<file path="src/logic/gposeq_defs.vh">
// constants for the general output sequencing and configuration block
`ifndef GPOSEQ_DEFS_VH
`define GPOSEQ_DEFS_VH

// ****************************************************************
// register offsets
// ****************************************************************
`define GPOSEQ_OFF_SECOND_OUTPUT_DELAY 8'h11
`define GPOSEQ_OFF_OUTPUT_CONTROL 8'h12
`define GPOSEQ_OFF_DEVICE_CONFIG 8'h13

// ****************************************************************
// reset values and output_control write mask
// ****************************************************************
`define GPOSEQ_RST_SECOND_OUTPUT_DELAY 8'h00
`define GPOSEQ_RST_OUTPUT_CONTROL 8'h00
`define GPOSEQ_RST_DEVICE_CONFIG 8'h00
`define GPOSEQ_OUTPUT_CONTROL_WMASK 8'h77

// ****************************************************************
// second_output_delay fields
// ****************************************************************
`define GPOSEQ_OFF_DELAY_MSB 7
`define GPOSEQ_OFF_DELAY_LSB 4
`define GPOSEQ_ON_DELAY_MSB 3
`define GPOSEQ_ON_DELAY_LSB 0

// ****************************************************************
// output_control fields
// ****************************************************************
`define GPOSEQ_BIT_SECOND_OPEN_DRAIN 6
`define GPOSEQ_BIT_SECOND_PIN_FOLLOW 5
`define GPOSEQ_BIT_SECOND_LEVEL 4
`define GPOSEQ_BIT_FIRST_OPEN_DRAIN 2
`define GPOSEQ_BIT_FIRST_PIN_FOLLOW 1
`define GPOSEQ_BIT_FIRST_LEVEL 0

// ****************************************************************
// device_config fields
// ****************************************************************
`define GPOSEQ_BIT_ON_RANGE 6
`define GPOSEQ_BIT_OFF_RANGE 5
`define GPOSEQ_BIT_CLOCK_PIN_FUNCTION 4
`define GPOSEQ_BIT_CLOCK_PIN_PULLDOWN 3
`define GPOSEQ_BIT_ENABLE_PIN_PULLDOWN 2
`define GPOSEQ_BIT_THERMAL_THRESHOLD 1
`define GPOSEQ_BIT_SPREAD_SPECTRUM 0

// ****************************************************************
// timing
// ****************************************************************
`define GPOSEQ_CLK_PERIOD_NS 50
`define GPOSEQ_HALF_MS_NS 500000
// half a millisecond of 50 ns clock periods, sized to the prescaler
`define GPOSEQ_TICK_CYCLES 14'h2710

// ****************************************************************
// serial port
// ****************************************************************
`define GPOSEQ_DEV_ADDR 7'h2A

`endif

</file>
<file path="src/logic/gposeq_top.v">
// general output sequencing, pin configuration and serial register port
`timescale 1ns/1ns
`default_nettype none
`include "gposeq_defs.vh"

module gposeq_top #(
	parameter [13:0] TICK_CYCLES = `GPOSEQ_TICK_CYCLES,
	// device address is arbitrary
	parameter [6:0] DEV_ADDR = `GPOSEQ_DEV_ADDR
) (
	input wire ref_clk,
	input wire reset_n,
	input wire enable_pin,
	input wire scl_in,
	input wire sda_in,
	output reg sda_out,
	output reg sda_oe,
	output reg first_general_output_out,
	output reg first_general_output_oe,
	output reg second_general_output_out,
	output reg second_general_output_oe,
	output reg external_clock_pin_select,
	output reg clock_pin_pulldown,
	output reg enable_pin_pulldown,
	output reg thermal_warning_threshold,
	output reg spread_spectrum_enable
);

	// ****************************************************************
	// serial port states
	// ****************************************************************
	localparam [3:0] ST_IDLE = 4'h0;
	localparam [3:0] ST_ADDR = 4'h1;
	localparam [3:0] ST_ADDR_ACK = 4'h2;
	localparam [3:0] ST_PTR = 4'h3;
	localparam [3:0] ST_PTR_ACK = 4'h4;
	localparam [3:0] ST_WDATA = 4'h5;
	localparam [3:0] ST_WDATA_ACK = 4'h6;
	localparam [3:0] ST_RDATA = 4'h7;
	localparam [3:0] ST_RDATA_ACK = 4'h8;

	// ****************************************************************
	// registers and state
	// ****************************************************************
	reg [7:0] second_output_delay_reg;
	reg [7:0] output_control_reg;
	reg [7:0] device_config_reg;

	reg scl_meta_reg;
	reg scl_sync_reg;
	reg scl_prev_reg;
	reg sda_meta_reg;
	reg sda_sync_reg;
	reg sda_prev_reg;
	reg enable_meta_reg;
	reg enable_sync_reg;

	reg [3:0] state_reg;
	reg [3:0] bitcnt_reg;
	reg [7:0] shift_reg;
	reg [7:0] tx_reg;
	reg [7:0] ptr_reg;
	reg rw_reg;
	reg master_ack_reg;
	reg wr_stb_reg;
	reg [7:0] wr_addr_reg;
	reg [7:0] wr_data_reg;

	reg [7:0] read_data;

	wire scl_rise;
	wire scl_fall;
	wire start_cond;
	wire stop_cond;
	wire second_delayed;
	wire first_level;
	wire second_level;

	// ****************************************************************
	// input synchronisers
	// ****************************************************************
	always @(posedge ref_clk or negedge reset_n) begin
		if (!reset_n) begin
			scl_meta_reg <= 1'b1;
			scl_sync_reg <= 1'b1;
			scl_prev_reg <= 1'b1;
			sda_meta_reg <= 1'b1;
			sda_sync_reg <= 1'b1;
			sda_prev_reg <= 1'b1;
			enable_meta_reg <= 1'b0;
			enable_sync_reg <= 1'b0;
		end else begin
			scl_meta_reg <= scl_in;
			scl_sync_reg <= scl_meta_reg;
			scl_prev_reg <= scl_sync_reg;
			sda_meta_reg <= sda_in;
			sda_sync_reg <= sda_meta_reg;
			sda_prev_reg <= sda_sync_reg;
			enable_meta_reg <= enable_pin;
			enable_sync_reg <= enable_meta_reg;
		end
	end

	assign scl_rise = scl_sync_reg & ~scl_prev_reg;
	assign scl_fall = ~scl_sync_reg & scl_prev_reg;
	// start and stop are data changes while the clock is high
	assign start_cond = scl_sync_reg & scl_prev_reg & sda_prev_reg & ~sda_sync_reg;
	assign stop_cond = scl_sync_reg & scl_prev_reg & ~sda_prev_reg & sda_sync_reg;

	// ****************************************************************
	// read multiplexer
	// ****************************************************************
	always @* begin
		case (ptr_reg)
			`GPOSEQ_OFF_SECOND_OUTPUT_DELAY: begin
				read_data = second_output_delay_reg;
			end
			`GPOSEQ_OFF_OUTPUT_CONTROL: begin
				read_data = output_control_reg & `GPOSEQ_OUTPUT_CONTROL_WMASK;
			end
			`GPOSEQ_OFF_DEVICE_CONFIG: begin
				read_data = device_config_reg;
			end
			default: begin
				read_data = 8'h00;
			end
		endcase
	end

	// ****************************************************************
	// serial port slave
	// ****************************************************************
	// sda is sampled on scl rise and changed on scl fall, so the
	// bus hold time is covered by the synchroniser latency
	always @(posedge ref_clk or negedge reset_n) begin
		if (!reset_n) begin
			state_reg <= ST_IDLE;
			bitcnt_reg <= 4'h0;
			shift_reg <= 8'h00;
			tx_reg <= 8'h00;
			ptr_reg <= 8'h00;
			rw_reg <= 1'b0;
			master_ack_reg <= 1'b0;
			wr_stb_reg <= 1'b0;
			wr_addr_reg <= 8'h00;
			wr_data_reg <= 8'h00;
			sda_out <= 1'b0;
			sda_oe <= 1'b0;
		end else begin
			sda_out <= 1'b0;
			wr_stb_reg <= 1'b0;
			if (start_cond) begin
				state_reg <= ST_ADDR;
				bitcnt_reg <= 4'h0;
				sda_oe <= 1'b0;
			end else if (stop_cond) begin
				state_reg <= ST_IDLE;
				sda_oe <= 1'b0;
			end else if (scl_rise) begin
				case (state_reg)
					ST_ADDR, ST_PTR, ST_WDATA: begin
						shift_reg <= {shift_reg[6:0], sda_sync_reg};
						bitcnt_reg <= bitcnt_reg + 4'h1;
					end
					ST_RDATA_ACK: begin
						master_ack_reg <= ~sda_sync_reg;
					end
					default: begin
						bitcnt_reg <= bitcnt_reg;
					end
				endcase
			end else if (scl_fall) begin
				case (state_reg)
					ST_ADDR: begin
						if (bitcnt_reg == 4'h8) begin
							if (shift_reg[7:1] == DEV_ADDR) begin
								rw_reg <= shift_reg[0];
								sda_oe <= 1'b1;
								state_reg <= ST_ADDR_ACK;
							end else begin
								state_reg <= ST_IDLE;
							end
						end
					end
					ST_ADDR_ACK: begin
						if (rw_reg) begin
							tx_reg <= read_data;
							sda_oe <= ~read_data[7];
							bitcnt_reg <= 4'h1;
							state_reg <= ST_RDATA;
						end else begin
							sda_oe <= 1'b0;
							bitcnt_reg <= 4'h0;
							state_reg <= ST_PTR;
						end
					end
					ST_PTR: begin
						if (bitcnt_reg == 4'h8) begin
							ptr_reg <= shift_reg;
							sda_oe <= 1'b1;
							state_reg <= ST_PTR_ACK;
						end
					end
					ST_PTR_ACK, ST_WDATA_ACK: begin
						sda_oe <= 1'b0;
						bitcnt_reg <= 4'h0;
						state_reg <= ST_WDATA;
					end
					ST_WDATA: begin
						if (bitcnt_reg == 4'h8) begin
							wr_stb_reg <= 1'b1;
							wr_addr_reg <= ptr_reg;
							wr_data_reg <= shift_reg;
							ptr_reg <= ptr_reg + 8'h01;
							sda_oe <= 1'b1;
							state_reg <= ST_WDATA_ACK;
						end
					end
					ST_RDATA: begin
						if (bitcnt_reg == 4'h8) begin
							// release the line for the master's acknowledge
							sda_oe <= 1'b0;
							ptr_reg <= ptr_reg + 8'h01;
							state_reg <= ST_RDATA_ACK;
						end else begin
							sda_oe <= ~tx_reg[6];
							tx_reg <= {tx_reg[6:0], 1'b0};
							bitcnt_reg <= bitcnt_reg + 4'h1;
						end
					end
					ST_RDATA_ACK: begin
						if (master_ack_reg) begin
							tx_reg <= read_data;
							sda_oe <= ~read_data[7];
							bitcnt_reg <= 4'h1;
							state_reg <= ST_RDATA;
						end else begin
							sda_oe <= 1'b0;
							state_reg <= ST_IDLE;
						end
					end
					default: begin
						sda_oe <= 1'b0;
					end
				endcase
			end
		end
	end

	// ****************************************************************
	// register file
	// ****************************************************************
	always @(posedge ref_clk or negedge reset_n) begin
		if (!reset_n) begin
			second_output_delay_reg <= `GPOSEQ_RST_SECOND_OUTPUT_DELAY;
			output_control_reg <= `GPOSEQ_RST_OUTPUT_CONTROL;
			device_config_reg <= `GPOSEQ_RST_DEVICE_CONFIG;
		end else if (wr_stb_reg) begin
			case (wr_addr_reg)
				`GPOSEQ_OFF_SECOND_OUTPUT_DELAY: begin
					second_output_delay_reg <= wr_data_reg;
				end
				`GPOSEQ_OFF_OUTPUT_CONTROL: begin
					// reserved bits 7 and 3 are read-only zero
					output_control_reg <= wr_data_reg & `GPOSEQ_OUTPUT_CONTROL_WMASK;
				end
				`GPOSEQ_OFF_DEVICE_CONFIG: begin
					device_config_reg <= wr_data_reg;
				end
				default: begin
					device_config_reg <= device_config_reg;
				end
			endcase
		end
	end

	// ****************************************************************
	// second output delay timer
	// ****************************************************************
	gposeq_delay #(
		.TICK_CYCLES(TICK_CYCLES)
	) u_delay (
		.ref_clk(ref_clk),
		.reset_n(reset_n),
		.enable_level(enable_sync_reg),
		.on_code(second_output_delay_reg[`GPOSEQ_ON_DELAY_MSB:`GPOSEQ_ON_DELAY_LSB]),
		.off_code(second_output_delay_reg[`GPOSEQ_OFF_DELAY_MSB:`GPOSEQ_OFF_DELAY_LSB]),
		.on_range(device_config_reg[`GPOSEQ_BIT_ON_RANGE]),
		.off_range(device_config_reg[`GPOSEQ_BIT_OFF_RANGE]),
		.delayed_level(second_delayed)
	);

	// ****************************************************************
	// output levels
	// ****************************************************************
	// the first output has no delay of its own here; it follows the
	// synchronised pin directly when pin follow is set
	assign first_level = output_control_reg[`GPOSEQ_BIT_FIRST_LEVEL] &
		(~output_control_reg[`GPOSEQ_BIT_FIRST_PIN_FOLLOW] | enable_sync_reg);
	assign second_level = output_control_reg[`GPOSEQ_BIT_SECOND_LEVEL] &
		(~output_control_reg[`GPOSEQ_BIT_SECOND_PIN_FOLLOW] | second_delayed);

	// ****************************************************************
	// pin drivers and configuration outputs
	// ****************************************************************
	always @(posedge ref_clk or negedge reset_n) begin
		if (!reset_n) begin
			first_general_output_out <= 1'b0;
			first_general_output_oe <= 1'b0;
			second_general_output_out <= 1'b0;
			second_general_output_oe <= 1'b0;
			external_clock_pin_select <= 1'b0;
			clock_pin_pulldown <= 1'b0;
			enable_pin_pulldown <= 1'b0;
			thermal_warning_threshold <= 1'b0;
			spread_spectrum_enable <= 1'b0;
		end else begin
			if (output_control_reg[`GPOSEQ_BIT_FIRST_OPEN_DRAIN]) begin
				first_general_output_out <= 1'b0;
				first_general_output_oe <= ~first_level;
			end else begin
				first_general_output_out <= first_level;
				first_general_output_oe <= 1'b1;
			end
			if (device_config_reg[`GPOSEQ_BIT_CLOCK_PIN_FUNCTION]) begin
				// pin is the clock input, so never drive it
				second_general_output_out <= 1'b0;
				second_general_output_oe <= 1'b0;
			end else if (output_control_reg[`GPOSEQ_BIT_SECOND_OPEN_DRAIN]) begin
				second_general_output_out <= 1'b0;
				second_general_output_oe <= ~second_level;
			end else begin
				second_general_output_out <= second_level;
				second_general_output_oe <= 1'b1;
			end
			external_clock_pin_select <= device_config_reg[`GPOSEQ_BIT_CLOCK_PIN_FUNCTION];
			clock_pin_pulldown <= device_config_reg[`GPOSEQ_BIT_CLOCK_PIN_PULLDOWN];
			enable_pin_pulldown <= device_config_reg[`GPOSEQ_BIT_ENABLE_PIN_PULLDOWN];
			thermal_warning_threshold <= device_config_reg[`GPOSEQ_BIT_THERMAL_THRESHOLD];
			spread_spectrum_enable <= device_config_reg[`GPOSEQ_BIT_SPREAD_SPECTRUM];
		end
	end

endmodule
`default_nettype wire

</file>
<file path="src/logic/gposeq_delay.v">
// edge delay timer for the second general output
`timescale 1ns/1ns
`default_nettype none
`include "gposeq_defs.vh"

module gposeq_delay #(
	parameter [13:0] TICK_CYCLES = `GPOSEQ_TICK_CYCLES
) (
	input wire ref_clk,
	input wire reset_n,
	input wire enable_level,
	input wire [3:0] on_code,
	input wire [3:0] off_code,
	input wire on_range,
	input wire off_range,
	output reg delayed_level
);

	reg enable_prev_reg;
	reg target_reg;
	reg [13:0] prescale_reg;
	reg [4:0] remain_reg;
	wire [3:0] code;
	wire range;
	wire [4:0] units;

	assign code = enable_level ? on_code : off_code;
	assign range = enable_level ? on_range : off_range;
	// step is half a millisecond; the long range doubles the count
	assign units = range ? {code, 1'b0} : {1'b0, code};

	always @(posedge ref_clk or negedge reset_n) begin
		if (!reset_n) begin
			enable_prev_reg <= 1'b0;
			target_reg <= 1'b0;
			prescale_reg <= 14'h0000;
			remain_reg <= 5'h00;
			delayed_level <= 1'b0;
		end else begin
			enable_prev_reg <= enable_level;
			if (enable_level != enable_prev_reg) begin
				// a new edge restarts the count from zero
				target_reg <= enable_level;
				prescale_reg <= 14'h0000;
				if (code == 4'h0) begin
					delayed_level <= enable_level;
					remain_reg <= 5'h00;
				end else begin
					remain_reg <= units;
				end
			end else if (remain_reg != 5'h00) begin
				if (prescale_reg == TICK_CYCLES - 14'h0001) begin
					prescale_reg <= 14'h0000;
					remain_reg <= remain_reg - 5'h01;
					if (remain_reg == 5'h01) begin
						delayed_level <= target_reg;
					end
				end else begin
					prescale_reg <= prescale_reg + 14'h0001;
				end
			end
		end
	end

endmodule
`default_nettype wire

</file>
<file path="config.mk">
export PLATFORM = sky130hd
export DESIGN_NAME = gposeq_top
export DESIGN_NICKNAME = d
export VERILOG_FILES = /design/src/logic/gposeq_top.v /design/src/logic/gposeq_delay.v
export VERILOG_INCLUDE_DIRS = /design/src /design/src/logic
export SDC_FILE = /design/constraint.sdc
export NUM_CORES = 1
export LEC_CHECK = 0
export ABC_AREA = 1
export BUFFER_PORTS_ARGS = -buffer_cell sky130_fd_sc_hd__clkbuf_2
export CORE_ASPECT_RATIO = 0.6
export CORE_MARGIN = 1.5
export CORE_UTILIZATION = 55
export CTS_BUF_LIST = sky130_fd_sc_hd__clkbuf_4 sky130_fd_sc_hd__clkbuf_8 sky130_fd_sc_hd__clkbuf_16
export DETAILED_ROUTE_END_ITERATION = 8
export GPL_TIMING_DRIVEN = 0
export PLACE_DENSITY = 0.72
export SYNTH_ARGS = -nofsm -noshare
export SYNTH_HDL_FRONTEND = slang
export SYNTH_SLANG_ARGS = --single-unit
</file>
<file path="constraint.sdc">
create_clock -name ref_clk -period 3.09 [get_ports ref_clk]
set_input_delay 0.309 -clock ref_clk [delete_from_list [all_inputs] [get_ports ref_clk]]
set_output_delay 0.309 -clock ref_clk [all_outputs]
set_load 0.03 [all_outputs]
</file>
[After elaboration in Yosys (flattened, before gate mapping)]
Index checks and enable logic that the tools add are counted.
Word-level totals
  bits in registers: 112
  input bits: 5
  logic and storage cells: 196
Operators by class
  $add $sub $neg: 4
  eq/ne operators: 36
  multiplexer cells: 67
  bitwise gates (word level): 24
  reduce and logical (&&, ||, !) cells: 29
Operator list (number)
  $mux W4: 16
  $eq A8 B5 Y1 const B: 6
  $mux W14: 3
  $mux W1: 29
  $ne A4 B4 Y1 const B: 7
  $pmux W4 S7: 1
  $mux W5: 5
  $pmux W8 S3: 1
  $mux W7: 3
  $pmux W7 S3: 1
  $reduce_and A7 Y1: 3
  $eq A4 B3 Y1 const B: 4
  $mux W8: 2
  $pmux W4 S4: 1
  $pmux W8 S2: 1
  $add A14 B1 Y14 const B: 1
  $eq A14 B14 Y1 const B: 1
  $not A1 Y1: 13
  $ne A2 B2 Y1 const B: 6
  $reduce_and A4 Y1: 3
  $reduce_and A6 Y1: 2
  $and A1 B1 Y1: 9
  $reduce_bool A3 Y1: 3
  $reduce_bool A9 Y1: 1
  25 further kinds: 38

[Logic depth before layout (Yosys ltp)]
Gate-level depths: netlist (run 1).
  word-level depth: 9
  depth in mapped cells: 11

[Hierarchy]
From an unflattened synthesis (run 1), not the netlist that was laid out.
Unflattened totals
  cells, all modules: 760
  area, all modules: 5921.9 µm²
By module, submodules not included
  gposeq_top: instances 1, cells each 550, area each 4481.8 µm²
  gposeq_delay: instances 1, cells each 210, area each 1440.1 µm²

[Worst setup path after synthesis (run 1)]
No wires, ideal clock.
  path kind: reg-to-reg
  start: register scl_prev_reg
  end: register tx_reg[1]
  data arrival time: 1.656 ns
  slack: 1.315 ns
  cell stages (with the launch flop): 11
  buffers on the path: 0
  cell sequence: dfstp_2 -> inv_1 -> ha_1 -> inv_1 -> nand2_1 -> nor2_1 -> nand3_1 -> nor2_2 -> nor2_1 -> nor2_1 -> nand2_1
Between the ends
  word-level cells in the longest chain between the ends: 5
  elaborated cells on any way between the ends: 12
RTL lines
  start, declared: RTL line gposeq_top.v:51  | reg scl_prev_reg;
  start signal, assigned: RTL line gposeq_top.v:95  | scl_prev_reg <= scl_sync_reg;
  $and A1 B1 Y1: RTL line gposeq_top.v:107, gposeq_top.v:108
  $and A1 B1 Y1, on equally long branches (2 in series): RTL line gposeq_top.v:108, gposeq_top.v:107
  $not A1 Y1 (no source line)
  $reduce_and A8 Y1 (no source line) *
  end signal, assigned: RTL line gposeq_top.v:187  | tx_reg <= read_data;
  end signal, assigned: RTL line gposeq_top.v:227  | tx_reg <= {tx_reg[6:0], 1'b0};
  end signal, assigned: RTL line gposeq_top.v:233  | tx_reg <= read_data;
  end, declared: RTL line gposeq_top.v:61  | reg [7:0] tx_reg;
Every way passes the cells marked *; elsewhere a longest branch is shown, timed or not.
A chain may end at the register's enable or synchronous reset.

[Worst setup path after layout (run 1)]
Ends and elaborated chain as after synthesis.

==> out/results.ini, run 1 <==
[status]
status=finished, final reports clean

[power_and_ir_drop]
p_leak_nw=2.98
peakVddDrop_uv=301
p_per_area_nw_per_um2=494

[finish]
n_fill_cell=864
final_util_pct=62.3
layout_commonest_cell=nand2_1
mostFrequentLayoutCells=199 x nand2_1, 106 x dfrtp_1, 84 x inv_1, 72 x nand3_1, 68 x o21ai_0
layout.nets=767
fin_area_um2=6200
largest_reg_flops=14
layoutNonFillerInstCount=890
antenna_cells=0
syn_to_final_growth_pct=9.36
layout-drive-gt1-share_pct=8.87

[timing]
finalCriticalPeriod_ns=2.25
max_freq_mhz=445
fin_skew_ns=0.00632
rsz0062_at_grt=false
worstMarginPinSlew_ns=0.854
tns_ns=0
setup_viol=0
finalCritPeriodShare_pct=72.8
final_max_slew_viol_count=0
final-hold-violation-count=0
timing.final.ws_setup_ns=0.840
slew_headroom_pct=43.1

[detailed_routing]
post_drt_wl_per_cell_um=14.6
wl_met3_um=1300
highest_layer=met4
routed_wl_um=13000
wl_met2_um=4940
viasPerCell=5.50
drt_first_pass_iters=5
drc=0
vias=4898
initialDrtViolationCount=421
wl_met1_um=6590
detail-route-antenna-nets=0

[critical_path]
critPathLaunch=scl_prev_reg$_DFF_PN1_
ff2ff_setup_slack_ns=0.84
start_kind=flop
crit_required_ns=3.34
reg2reg_to=tx_reg[1]$_DFFE_PN0P_
worstPathMaxFanout=6
rr_worst_depth=10
critPathCaptureType=flop
critPathArrivalTime_ns=2.49
criticalPathCategory=reg2reg
crit_end=tx_reg[1]$_DFFE_PN0P_
r2r-start=scl_prev_reg$_DFF_PN1_

[die]
placementRows=28
start_util_pct=57.0
io_pins=16
die_height_um=81.7
die_area_um2=10900
coreArea_um2=9950
die_x_um=134

[synthesis]
yosys.area_share.simple_pct=29.3
synthXorXnorAreaFrac_pct=1.06
synth_mux_area_share_pct=0
yosysSeqAreaShare_pct=49.6
ys_async_sr_fraction_pct=100
synth_edf_count=0
synth_top_family_by_area=simple AND/OR/NAND/NOR gates
ys_types=36
yosysWarningCount=0
synth-seq-cells=112
synthAdderAreaFrac_pct=2.65
synthFlopType=dfrtp_1
syn-num-nets=742
syn_area_um2=5670
syn_inst=725
syn_area_per_cell_um2=7.82
synth_compound_area_share_pct=10.3

[global_routing]
grt-ovfl-total=0
grt_use_total_pct=25.5
grt_pass1_wl_um=21300
grt_max_degree=113
grt_pass1_vias=4247
antenna_found_initial=0

[clock_tree]
clk_pin_slew_ns=0.07
cts_max_path_buffers=2
cts_tree=yes
cts_sinks=112
clock-root-buffer=clkbuf_16
cts_made_buffers=9
insertion_delay_ns=0.35
hold_buffers=0
htree_levels=3
postCtsSetupRepairBufs=0
cts_resized=0

[placed_design]
placed_cells=874
portBuffers=14
gp_congestion=0.946
dpl.hpwl_um=9660
pre_cts_ws_ns=0.921
dpl_cell_area_um2=5920

[flow_run]
max_cap_violations=0

[min_path]
hp-class=in2reg

## where the power goes
group	internal, W	total (W)	switching, W
registers	0.00153	0.00159	0.0000606
clock network	0.000572	0.00111	0.000535
logic	0.000121	0.000366	0.000245
total	0.00222	0.00307	0.000841
## Yosys cell counts (2+ instances only)
library cell / instances / area share, %
nor3_1: 17 / 1.5
inv_1: 84 / 5.6
dfstp_2: 6 / 2.8
o21ai_2: 3 / 0.46
nand2_1: 199 / 13
clkbuf_1: 6 / 0.40
o21ai_1: 12 / 1.1
nand4_1: 10 / 1.1
buf_2: 6 / 0.53
a31oi_1: 2 / 0.22
xor2_1: 2 / 0.31
nand3b_1: 2 / 0.26
o21ai_0: 68 / 6.0
o21a_1: 2 / 0.26
dfrtp_1: 106 / 47
ha_1: 12 / 2.6
nor2_2: 8 / 0.88
a21oi_1: 18 / 1.6
nand2_2: 2 / 0.22
nand3_2: 4 / 0.71
buf_4: 3 / 0.40
nor2_1: 64 / 4.2
nand3_1: 72 / 6.4
xnor2_1: 3 / 0.46
o211ai_1: 3 / 0.40
## layer usage
metal,vias to the layer above,track usage [%]
li1,2388,-
met1,2280,39.8
met2,211,33.8
met3,19,8.02
met4,0,5.48
met5,-,0
## stage by stage
| stage | power, W | hold WS [ns] |
|---|---|---|
| after floorplan | 0.00187 | 0.0134 |
| after global placement | 0.00197 | 0.332 |
| after detailed placement | 0.00198 | 0.341 |
| after CTS | 0.00309 | 0.0224 |
| after global routing | 0.00321 | 0.0203 |
| final | 0.00307 | 0.0308 |
## critical path, stage by stage (launching register included)
cell and delay, ns:
dfstp_2 0.56, inv_1 0.05, ha_1 0.30, inv_1 0.19, nand2_1 0.11, nor2_1 0.30, nand3_1 0.18, nor2_2 0.25
nor2_1 0.06, nor2_1 0.10, nand2_1 0.05
## cells by family after synthesis
family | count (synthesis)
compound gates | 110
other cells | 1
fa+ha+maj | 12
flops | 112
simple gates | 383
xor+xnor | 6
buf+inv | 101
## worst min path at each step
stage          cells after the start                       from                         to  slack (ns)
6_report                           1                     sda_in     sda_meta_reg$_DFF_PN1_        0.03
5_1_grt                            1                     scl_in     scl_meta_reg$_DFF_PN1_        0.02
4_1_cts                            1                     sda_in     sda_meta_reg$_DFF_PN1_        0.02
3_5_place_dp                       0  enable_meta_reg$_DFF_PN0_  enable_sync_reg$_DFF_PN0_        0.34
3_3_place_gp                       0  enable_meta_reg$_DFF_PN0_  enable_sync_reg$_DFF_PN0_        0.33
2_1_floorplan                      0                    reset_n  bitcnt_reg[0]$_DFFE_PN0P_        0.01
## layout make-up
class	instances	area, um^2	share of cell area, %
plain buffers	16	86.3	1.39
clock buffers	10	239	3.85
clock inverters	6	43.8	0.706
inverters	85	319	5.15
multi-input cells	512	2450	39.6
flip-flops and latches	112	2810	45.3
well taps	135	169	2.72
repair buffers	14	78.8	1.27
Note: power is estimated with default switching activity, not from simulation.
==> run 2: changes to the inputs <==
Clock period 3.09 ns to 2.1 ns, I/O delays scaled along.
==> run 2 against run 1 <==
The flow now finishes with violations (negative hold slack). Clock skew is essentially flat. Setup slack lost 0.70 ns. Via count shrank 0.27%. Largest power group unchanged. Cell count grew 0.34%. Die area is the same. Utilization grew 0.44 points. Worst hold slack lost 0.075 ns. Final area grew 0.71%. Sequential cell count is the same. Register-to-register slack lost 0.70 ns.
==> out/results.ini, run 2 (synthesis gave the netlist of run 1 again) <==
[finish]
multi_input_area_um2=2470  ; +0.51%
fin_area_um2=6240  ; +0.71%
mostFrequentLayoutCells=199 x nand2_1, 106 x dfrtp_1, 83 x inv_1, 72 x nand3_1, 68 x o21ai_0
syn_to_final_growth_pct=10.1
layout-drive-gt1-share_pct=9.50  ; +0.62 points
antenna_cells=0  ; unchanged
seqCellArea_um2=2810  ; unchanged
n_fill_cell=860  ; -0.46%
layout_commonest_cell=nand2_1
largest_reg_flops=14  ; unchanged
layout.nets=770  ; +0.39%

[critical_path]
critPathArrivalTime_ns=2.17  ; -0.32 ns
criticalPathCategory=reg2reg
critPathCaptureType=flop
start_kind=flop
worstPathMaxFanout=10  ; +4
crit_required_ns=2.31  ; -1.03 ns

[clock_tree]
postCtsSetupRepairBufs=0  ; unchanged
clk_pin_slew_ns=0.07  ; about the same
insertion_delay_ns=0.35  ; about the same
cts_max_path_buffers=2  ; unchanged
htree_levels=3  ; unchanged
cts_made_buffers=9  ; unchanged
cts_tree=yes
clock-root-buffer=clkbuf_16
cts_sinks=112  ; unchanged

[detailed_routing]
viasPerCell=5.47  ; -0.60%
initialDrtViolationCount=415  ; -1.4%
post_drt_wl_per_cell_um=14.5  ; -0.29%
vias=4885  ; -0.27%
routed_wl_um=13000  ; about the same
drc=0  ; unchanged
detail-route-antenna-nets=0  ; unchanged
drt_first_pass_iters=5  ; unchanged

[power_and_ir_drop]
seqPwrFrac_pct=51.9  ; about the same
power_switching_share_pct=27.4  ; -0.050 points
peakVddDrop_uv=446  ; +48%
comb_power_share_pct=12.1  ; +0.2 points
p_per_area_nw_per_um2=723  ; +46%
power_frac_clock_pct=36.0  ; about the same
fin_total_pwr_w=0.00451  ; +47%
p_leak_nw=2.99  ; +0.42%
switching_power_w=0.00124  ; +47%
intPower_w=0.00328  ; +47%

[timing]
max_freq_mhz=510  ; +15%
whs_ns=-0.0438  ; -0.0745 ns
worstMarginPinSlew_ns=0.849  ; -0.00516 ns
final_max_slew_viol_count=0  ; unchanged
fin_skew_ns=0.00653  ; +0.000212 ns
final-hold-violation-count=40  ; +40
finalCritPeriodShare_pct=93.3  ; +20 points
finalCriticalPeriod_ns=1.96  ; -0.290 ns
slew_headroom_pct=43.4  ; +0.34 points
setup_viol=0  ; unchanged
rsz0062_at_grt=false

[die]
die_height_um=81.7  ; unchanged
die_x_um=134  ; unchanged
coreArea_um2=9950  ; unchanged
die_area_um2=10900  ; unchanged
io_pins=16  ; unchanged
placementRows=28  ; unchanged
start_util_pct=57.0  ; unchanged

[global_routing]
grt-ovfl-total=0  ; unchanged
grt_pass1_vias=4243  ; -0.094%
grt_pass1_wl_um=21300  ; about the same
grt_max_degree=113  ; unchanged
grt_use_total_pct=25.4  ; about the same
antenna_found_initial=0  ; unchanged

[min_path]
hp-class=in2async

[flow_run]
max_cap_violations=0  ; unchanged

[placed_design]
dpl.hpwl_um=9660  ; unchanged
gp_congestion=0.946  ; unchanged
portBuffers=14  ; unchanged
dpl_cell_area_um2=5920  ; unchanged

[status]
failed_checks=negative hold slack
status=finished, violations left

==> run 2: changes by cell type in the layout (fill, tap and decap cells not counted), sizes merged <==
cell,delta
dlygate4sd3,+3
==> run 2: path summary, 6_finish.rpt <==
| kind | startpoint | to | cells past startpoint | slack (ns) |
|---|---|---|---|---|
| setup / recovery | scl_sync_reg$_DFF_PN1_ | wr_data_reg[4]$_DFFE_PN0P_ | 7 | 0.14 |
| hold / removal | reset_n | bitcnt_reg[3]$_DFFE_PN0P_ | 1 | -0.04 |
| setup reg to reg | scl_sync_reg$_DFF_PN1_ | wr_data_reg[4]$_DFFE_PN0P_ | 7 | 0.14 |
| hold reg to reg | enable_meta_reg$_DFF_PN0_ | enable_sync_reg$_DFF_PN0_ | 0 | 0.35 |
| max in group asynchronous | reset_n | wr_addr_reg[5]$_DFFE_PN0P_ | 1 | 1.56 |
| min in group ref_clk | enable_meta_reg$_DFF_PN0_ | enable_sync_reg$_DFF_PN0_ | 0 | 0.35 |
==> run 2: power by group through the flow <==
stage / Sequential (W) / Clock [W] / Combinational [W]
global placement: 0.00238 / 0 / 0.000526
CTS: 0.00234 / 0.00167 / 0.000543
floorplan: 0.00237 / 0 / 0.000386
global route: 0.00236 / 0.00175 / 0.000622
detailed placement: 0.00238 / 0 / 0.000535
finish: 0.00234 / 0.00163 / 0.000544
==> run 2: cell type report <==
cell class / count / share of cell area (%)
Sequential cell: 112 / 45.0
Multi-Input combinational cell: 512 / 39.5
Inverter: 85 / 5.11
Clock buffer: 10 / 3.83
Tap cell: 135 / 2.70
Timing Repair Buffer: 17 / 1.74
Buffer: 16 / 1.40
Clock inverter: 6 / 0.701
==> run 2: worst max-delay path: stages (launching register included) <==
cell      delay, ns
dfstp_2        0.57
inv_1          0.07
ha_1           0.19
inv_1          0.14
nor3_1         0.09
nand3_1        0.21
clkbuf_1       0.39
o21ai_0        0.15
==> run 2: metal layers <==
metal,up-vias,global-route usage (%),part of all wire (%),wire length [um]
met5,-,0,0,0
met4,0,5.48,0.75,97
met3,11,8.02,9.8,1270
met2,208,33.8,38,4940
met1,2266,39.8,51,6670
li1,2400,-,-,-
==> run 2: repair_timing <==
action | CTS | global route
hold buffers | 3 | 0
gates cloned | 0 | 0
gates resized for setup | 2 | 5
endpoints found under the setup margin | 4 | 17
endpoints found under the hold margin | 3 | 0
==> run 2: per-stage QoR <==
stage	TNS [ns]	setup slack (ns)	hold WS (ns)	std cells	utilization (%)
3_3_place_gp	-81.16	-0.771	0.297	874	59.4
5_1_grt	0	0.0200	0.0301	893	62.8
6_report	0	0.141	-0.0438	893	62.8
2_1_floorplan	0	0.325	-0.0856	725	-
4_1_cts	0	0.0257	0.0176	893	62.7
3_5_place_dp	-0.119	-0.0690	0.299	874	59.5
==> run 3: changes to the inputs <==
Settings changed: CAP_MARGIN set to 15, CORE_UTILIZATION 55 to 50, PLACE_DENSITY 0.72 to 0.69.
Clock period 2.1 ns to 1.7 ns, I/O delays scaled along.
==> run 3 against run 2 <==
Clock skew is 0.00052 ns lower. Critical endpoint is now tx_reg[1]$_DFFE_PN0P_. Final area is 10% higher. Global-route usage is 0.88 points lower. Die area is 9.7% higher. The run ends with negative setup slack left. Total power is 30% higher. Sequential share of layout area is 4.1 points lower. Clock power is 29% higher.
==> out/results.ini, run 3 (synthesis gave the netlist of run 1 again) <==
[detailed_routing]
vias=5049  ; +3.4%
initialDrtViolationCount=596  ; +44%
detail-route-antenna-nets=0  ; unchanged
routed_wl_um=14100  ; +8.5%
drc=0  ; unchanged
viasPerCell=5.47  ; about the same
drt_first_pass_iters=6  ; +1
post_drt_wl_per_cell_um=15.3  ; +5.0%

[timing]
rsz0062_at_grt=true
timing.final.ws_setup_ns=-0.000980  ; -0.142 ns
finalCritPeriodShare_pct=100  ; +6.8 points
fin_skew_ns=0.00602  ; -0.000516 ns
final_max_slew_viol_count=0  ; unchanged
slew_headroom_pct=41.1  ; -2.3 points
max_freq_mhz=588  ; +15%
setup_viol=1  ; +1
worstMarginPinSlew_ns=0.883  ; +0.0339 ns
finalCriticalPeriod_ns=1.70  ; -0.258 ns
final-hold-violation-count=0  ; -100%
whs_ns=0.357  ; +0.401 ns

[power_and_ir_drop]
intPower_w=0.00422  ; +29%
comb_power_share_pct=15.0  ; +2.9 points
fin_total_pwr_w=0.00588  ; +30%
power_frac_clock_pct=35.7  ; -0.3 points
p_per_area_nw_per_um2=854  ; +18%
p_leak_nw=3.17  ; +6.0%
power_switching_share_pct=28.3  ; +0.88 points
seqPwrFrac_pct=49.3  ; -2.6 points
peakVddDrop_uv=549  ; +23%
switching_power_w=0.00166  ; +35%

[global_routing]
grt-ovfl-total=0  ; unchanged
grt_pass1_wl_um=23000  ; +8.0%
grt_pass1_vias=4632  ; +9.2%
grt_max_degree=113  ; unchanged
grt_use_total_pct=24.6  ; -0.88 points
antenna_found_initial=0  ; unchanged

[finish]
layoutNonFillerInstCount=923  ; +3.4%
antenna_cells=0  ; unchanged
largest_reg_flops=14  ; unchanged
final_util_pct=63.7  ; +0.96 points
layout_commonest_cell=nand2_1
syn_to_final_growth_pct=21.5
fin_area_um2=6890  ; +10%
n_fill_cell=962  ; +12%
layout.nets=796  ; +3.4%
mostFrequentLayoutCells=182 x nand2_1, 100 x dfrtp_1, 73 x inv_1, 65 x nand3_1, 60 x o21ai_0
layout-drive-gt1-share_pct=21.6  ; +12 points

[die]
start_util_pct=52.4  ; -4.6 points
coreArea_um2=10800  ; +8.7%
die_area_um2=12000  ; +9.7%
placementRows=29  ; +3.6%
die_x_um=140  ; +4.8%
io_pins=16  ; unchanged
die_height_um=85.5  ; +4.7%

[min_path]
hp-class=reg2reg

[clock_tree]
cts_made_buffers=9  ; unchanged
cts_sinks=112  ; unchanged
clock-root-buffer=clkbuf_16
cts_max_path_buffers=2  ; unchanged
insertion_delay_ns=0.35  ; about the same
cts_tree=yes
clk_pin_slew_ns=0.08  ; about the same
htree_levels=3  ; unchanged

[placed_design]
dpl_cell_area_um2=5930  ; +0.13%
dpl.hpwl_um=9610  ; -0.43%
portBuffers=14  ; unchanged
gp_congestion=0.887  ; -6.2%
placed_cells=878  ; +0.46%

[critical_path]
worstPathMaxFanout=6  ; -4
crit_required_ns=1.94  ; -0.37 ns
cp_cell_sequence=inv_2, ha_4, inv_4, nand2_4, nor2_4, nand3_2, nor2_4, nor2_2, nor2_1, nand2_1
cpMostUsedCell=nor2_4
critPathSlowestCell=dfstp_2
critPathCaptureType=flop
start_kind=flop
criticalPathCategory=reg2reg
cpPeakStageDelay_ns=0.59  ; +0.02 ns
critPathArrivalTime_ns=1.94  ; -0.23 ns

[flow_run]
max_cap_violations=0  ; unchanged

[status]
status=finished, violations left
failed_checks=negative setup slack

-- run 3: power groups by stage --
stage	Sequential [W]	Clock (W)	Combinational [W]
after detailed placement	0.00294	0	0.000658
after CTS	0.00289	0.00215	0.000738
after global routing	0.00292	0.00227	0.000996
after floorplan	0.00292	0	0.000478
after global placement	0.00294	0	0.000643
final	0.00290	0.00210	0.000884
-- run 3: repair_timing --
action / in CTS / in global routing
hold buffers: 4 / 0
pin swaps: 6 / 21
gates resized for setup: 43 / 90
hold endpoints to repair: 75 / 0
setup endpoints to repair: 66 / 66
cloned: 0 / 2
buffers inserted: 7 / 17
-- run 3: cell type report --
| cell class | count | area, um^2 | area share [%] |
|---|---|---|---|
| buffer | 15 | 110 | 1.60 |
| tap | 139 | 174 | 2.52 |
| inverter | 85 | 327 | 4.74 |
| timing repair buffer | 43 | 319 | 4.63 |
| clock buffer | 11 | 253 | 3.67 |
| sequential | 112 | 2820 | 40.9 |
| clock inverter | 5 | 50.0 | 0.726 |
| multi-input combinational | 513 | 2840 | 41.2 |
-- run 3: final timing paths --
| check | endpoint | cells past startpoint | slack [ns] | start |
|---|---|---|---|---|
| worst max-delay path | tx_reg[1]$_DFFE_PN0P_ | 10 | -0.001 | scl_prev_reg$_DFF_PN1_ |
| worst min-delay path | scl_sync_reg$_DFF_PN1_ | 0 | 0.36 | scl_meta_reg$_DFF_PN1_ |
| worst max register to register | tx_reg[1]$_DFFE_PN0P_ | 10 | -0.001 | scl_prev_reg$_DFF_PN1_ |
| worst min register to register | scl_sync_reg$_DFF_PN1_ | 0 | 0.36 | scl_meta_reg$_DFF_PN1_ |
| max in group asynchronous | state_reg[0]$_DFFE_PN0P_ | 2 | 0.54 | reset_n |
| min in group asynchronous | wr_addr_reg[6]$_DFFE_PN0P_ | 2 | 0.50 | reset_n |
-- run 3: critical path, delay by kind of cell (launching register included) --
| family | cells | cell delay (ns) |
|---|---|---|
| adders and majority gates | 1 | 0.17 |
| buffers and inverters | 2 | 0.14 |
| DFF | 1 | 0.59 |
| and+or+nand+nor | 7 | 0.71 |
-- run 3: through the flow --
step	setup TNS, ns	worst slack (ns)
3_5_place_dp	-7.53	-0.271
5_1_grt	-0.859	-0.0803
3_3_place_gp	-126.99	-1.13
4_1_cts	-0.0746	-0.0285
6_report	-0.000980	-0.000980
2_1_floorplan	0	0.0102
-- run 3: metal layers --
| metal | vias up | GRT usage (%) | share of wire, % | wire length (um) |
|---|---|---|---|---|
| met5 | - | 0 | 0 | 0 |
| met4 | 0 | 6.06 | 0.84 | 118 |
| met3 | 13 | 5.81 | 6.3 | 888 |
| met2 | 168 | 34.0 | 42 | 5900 |
| met1 | 2412 | 38.5 | 51 | 7180 |
| li1 | 2456 | - | - | - |
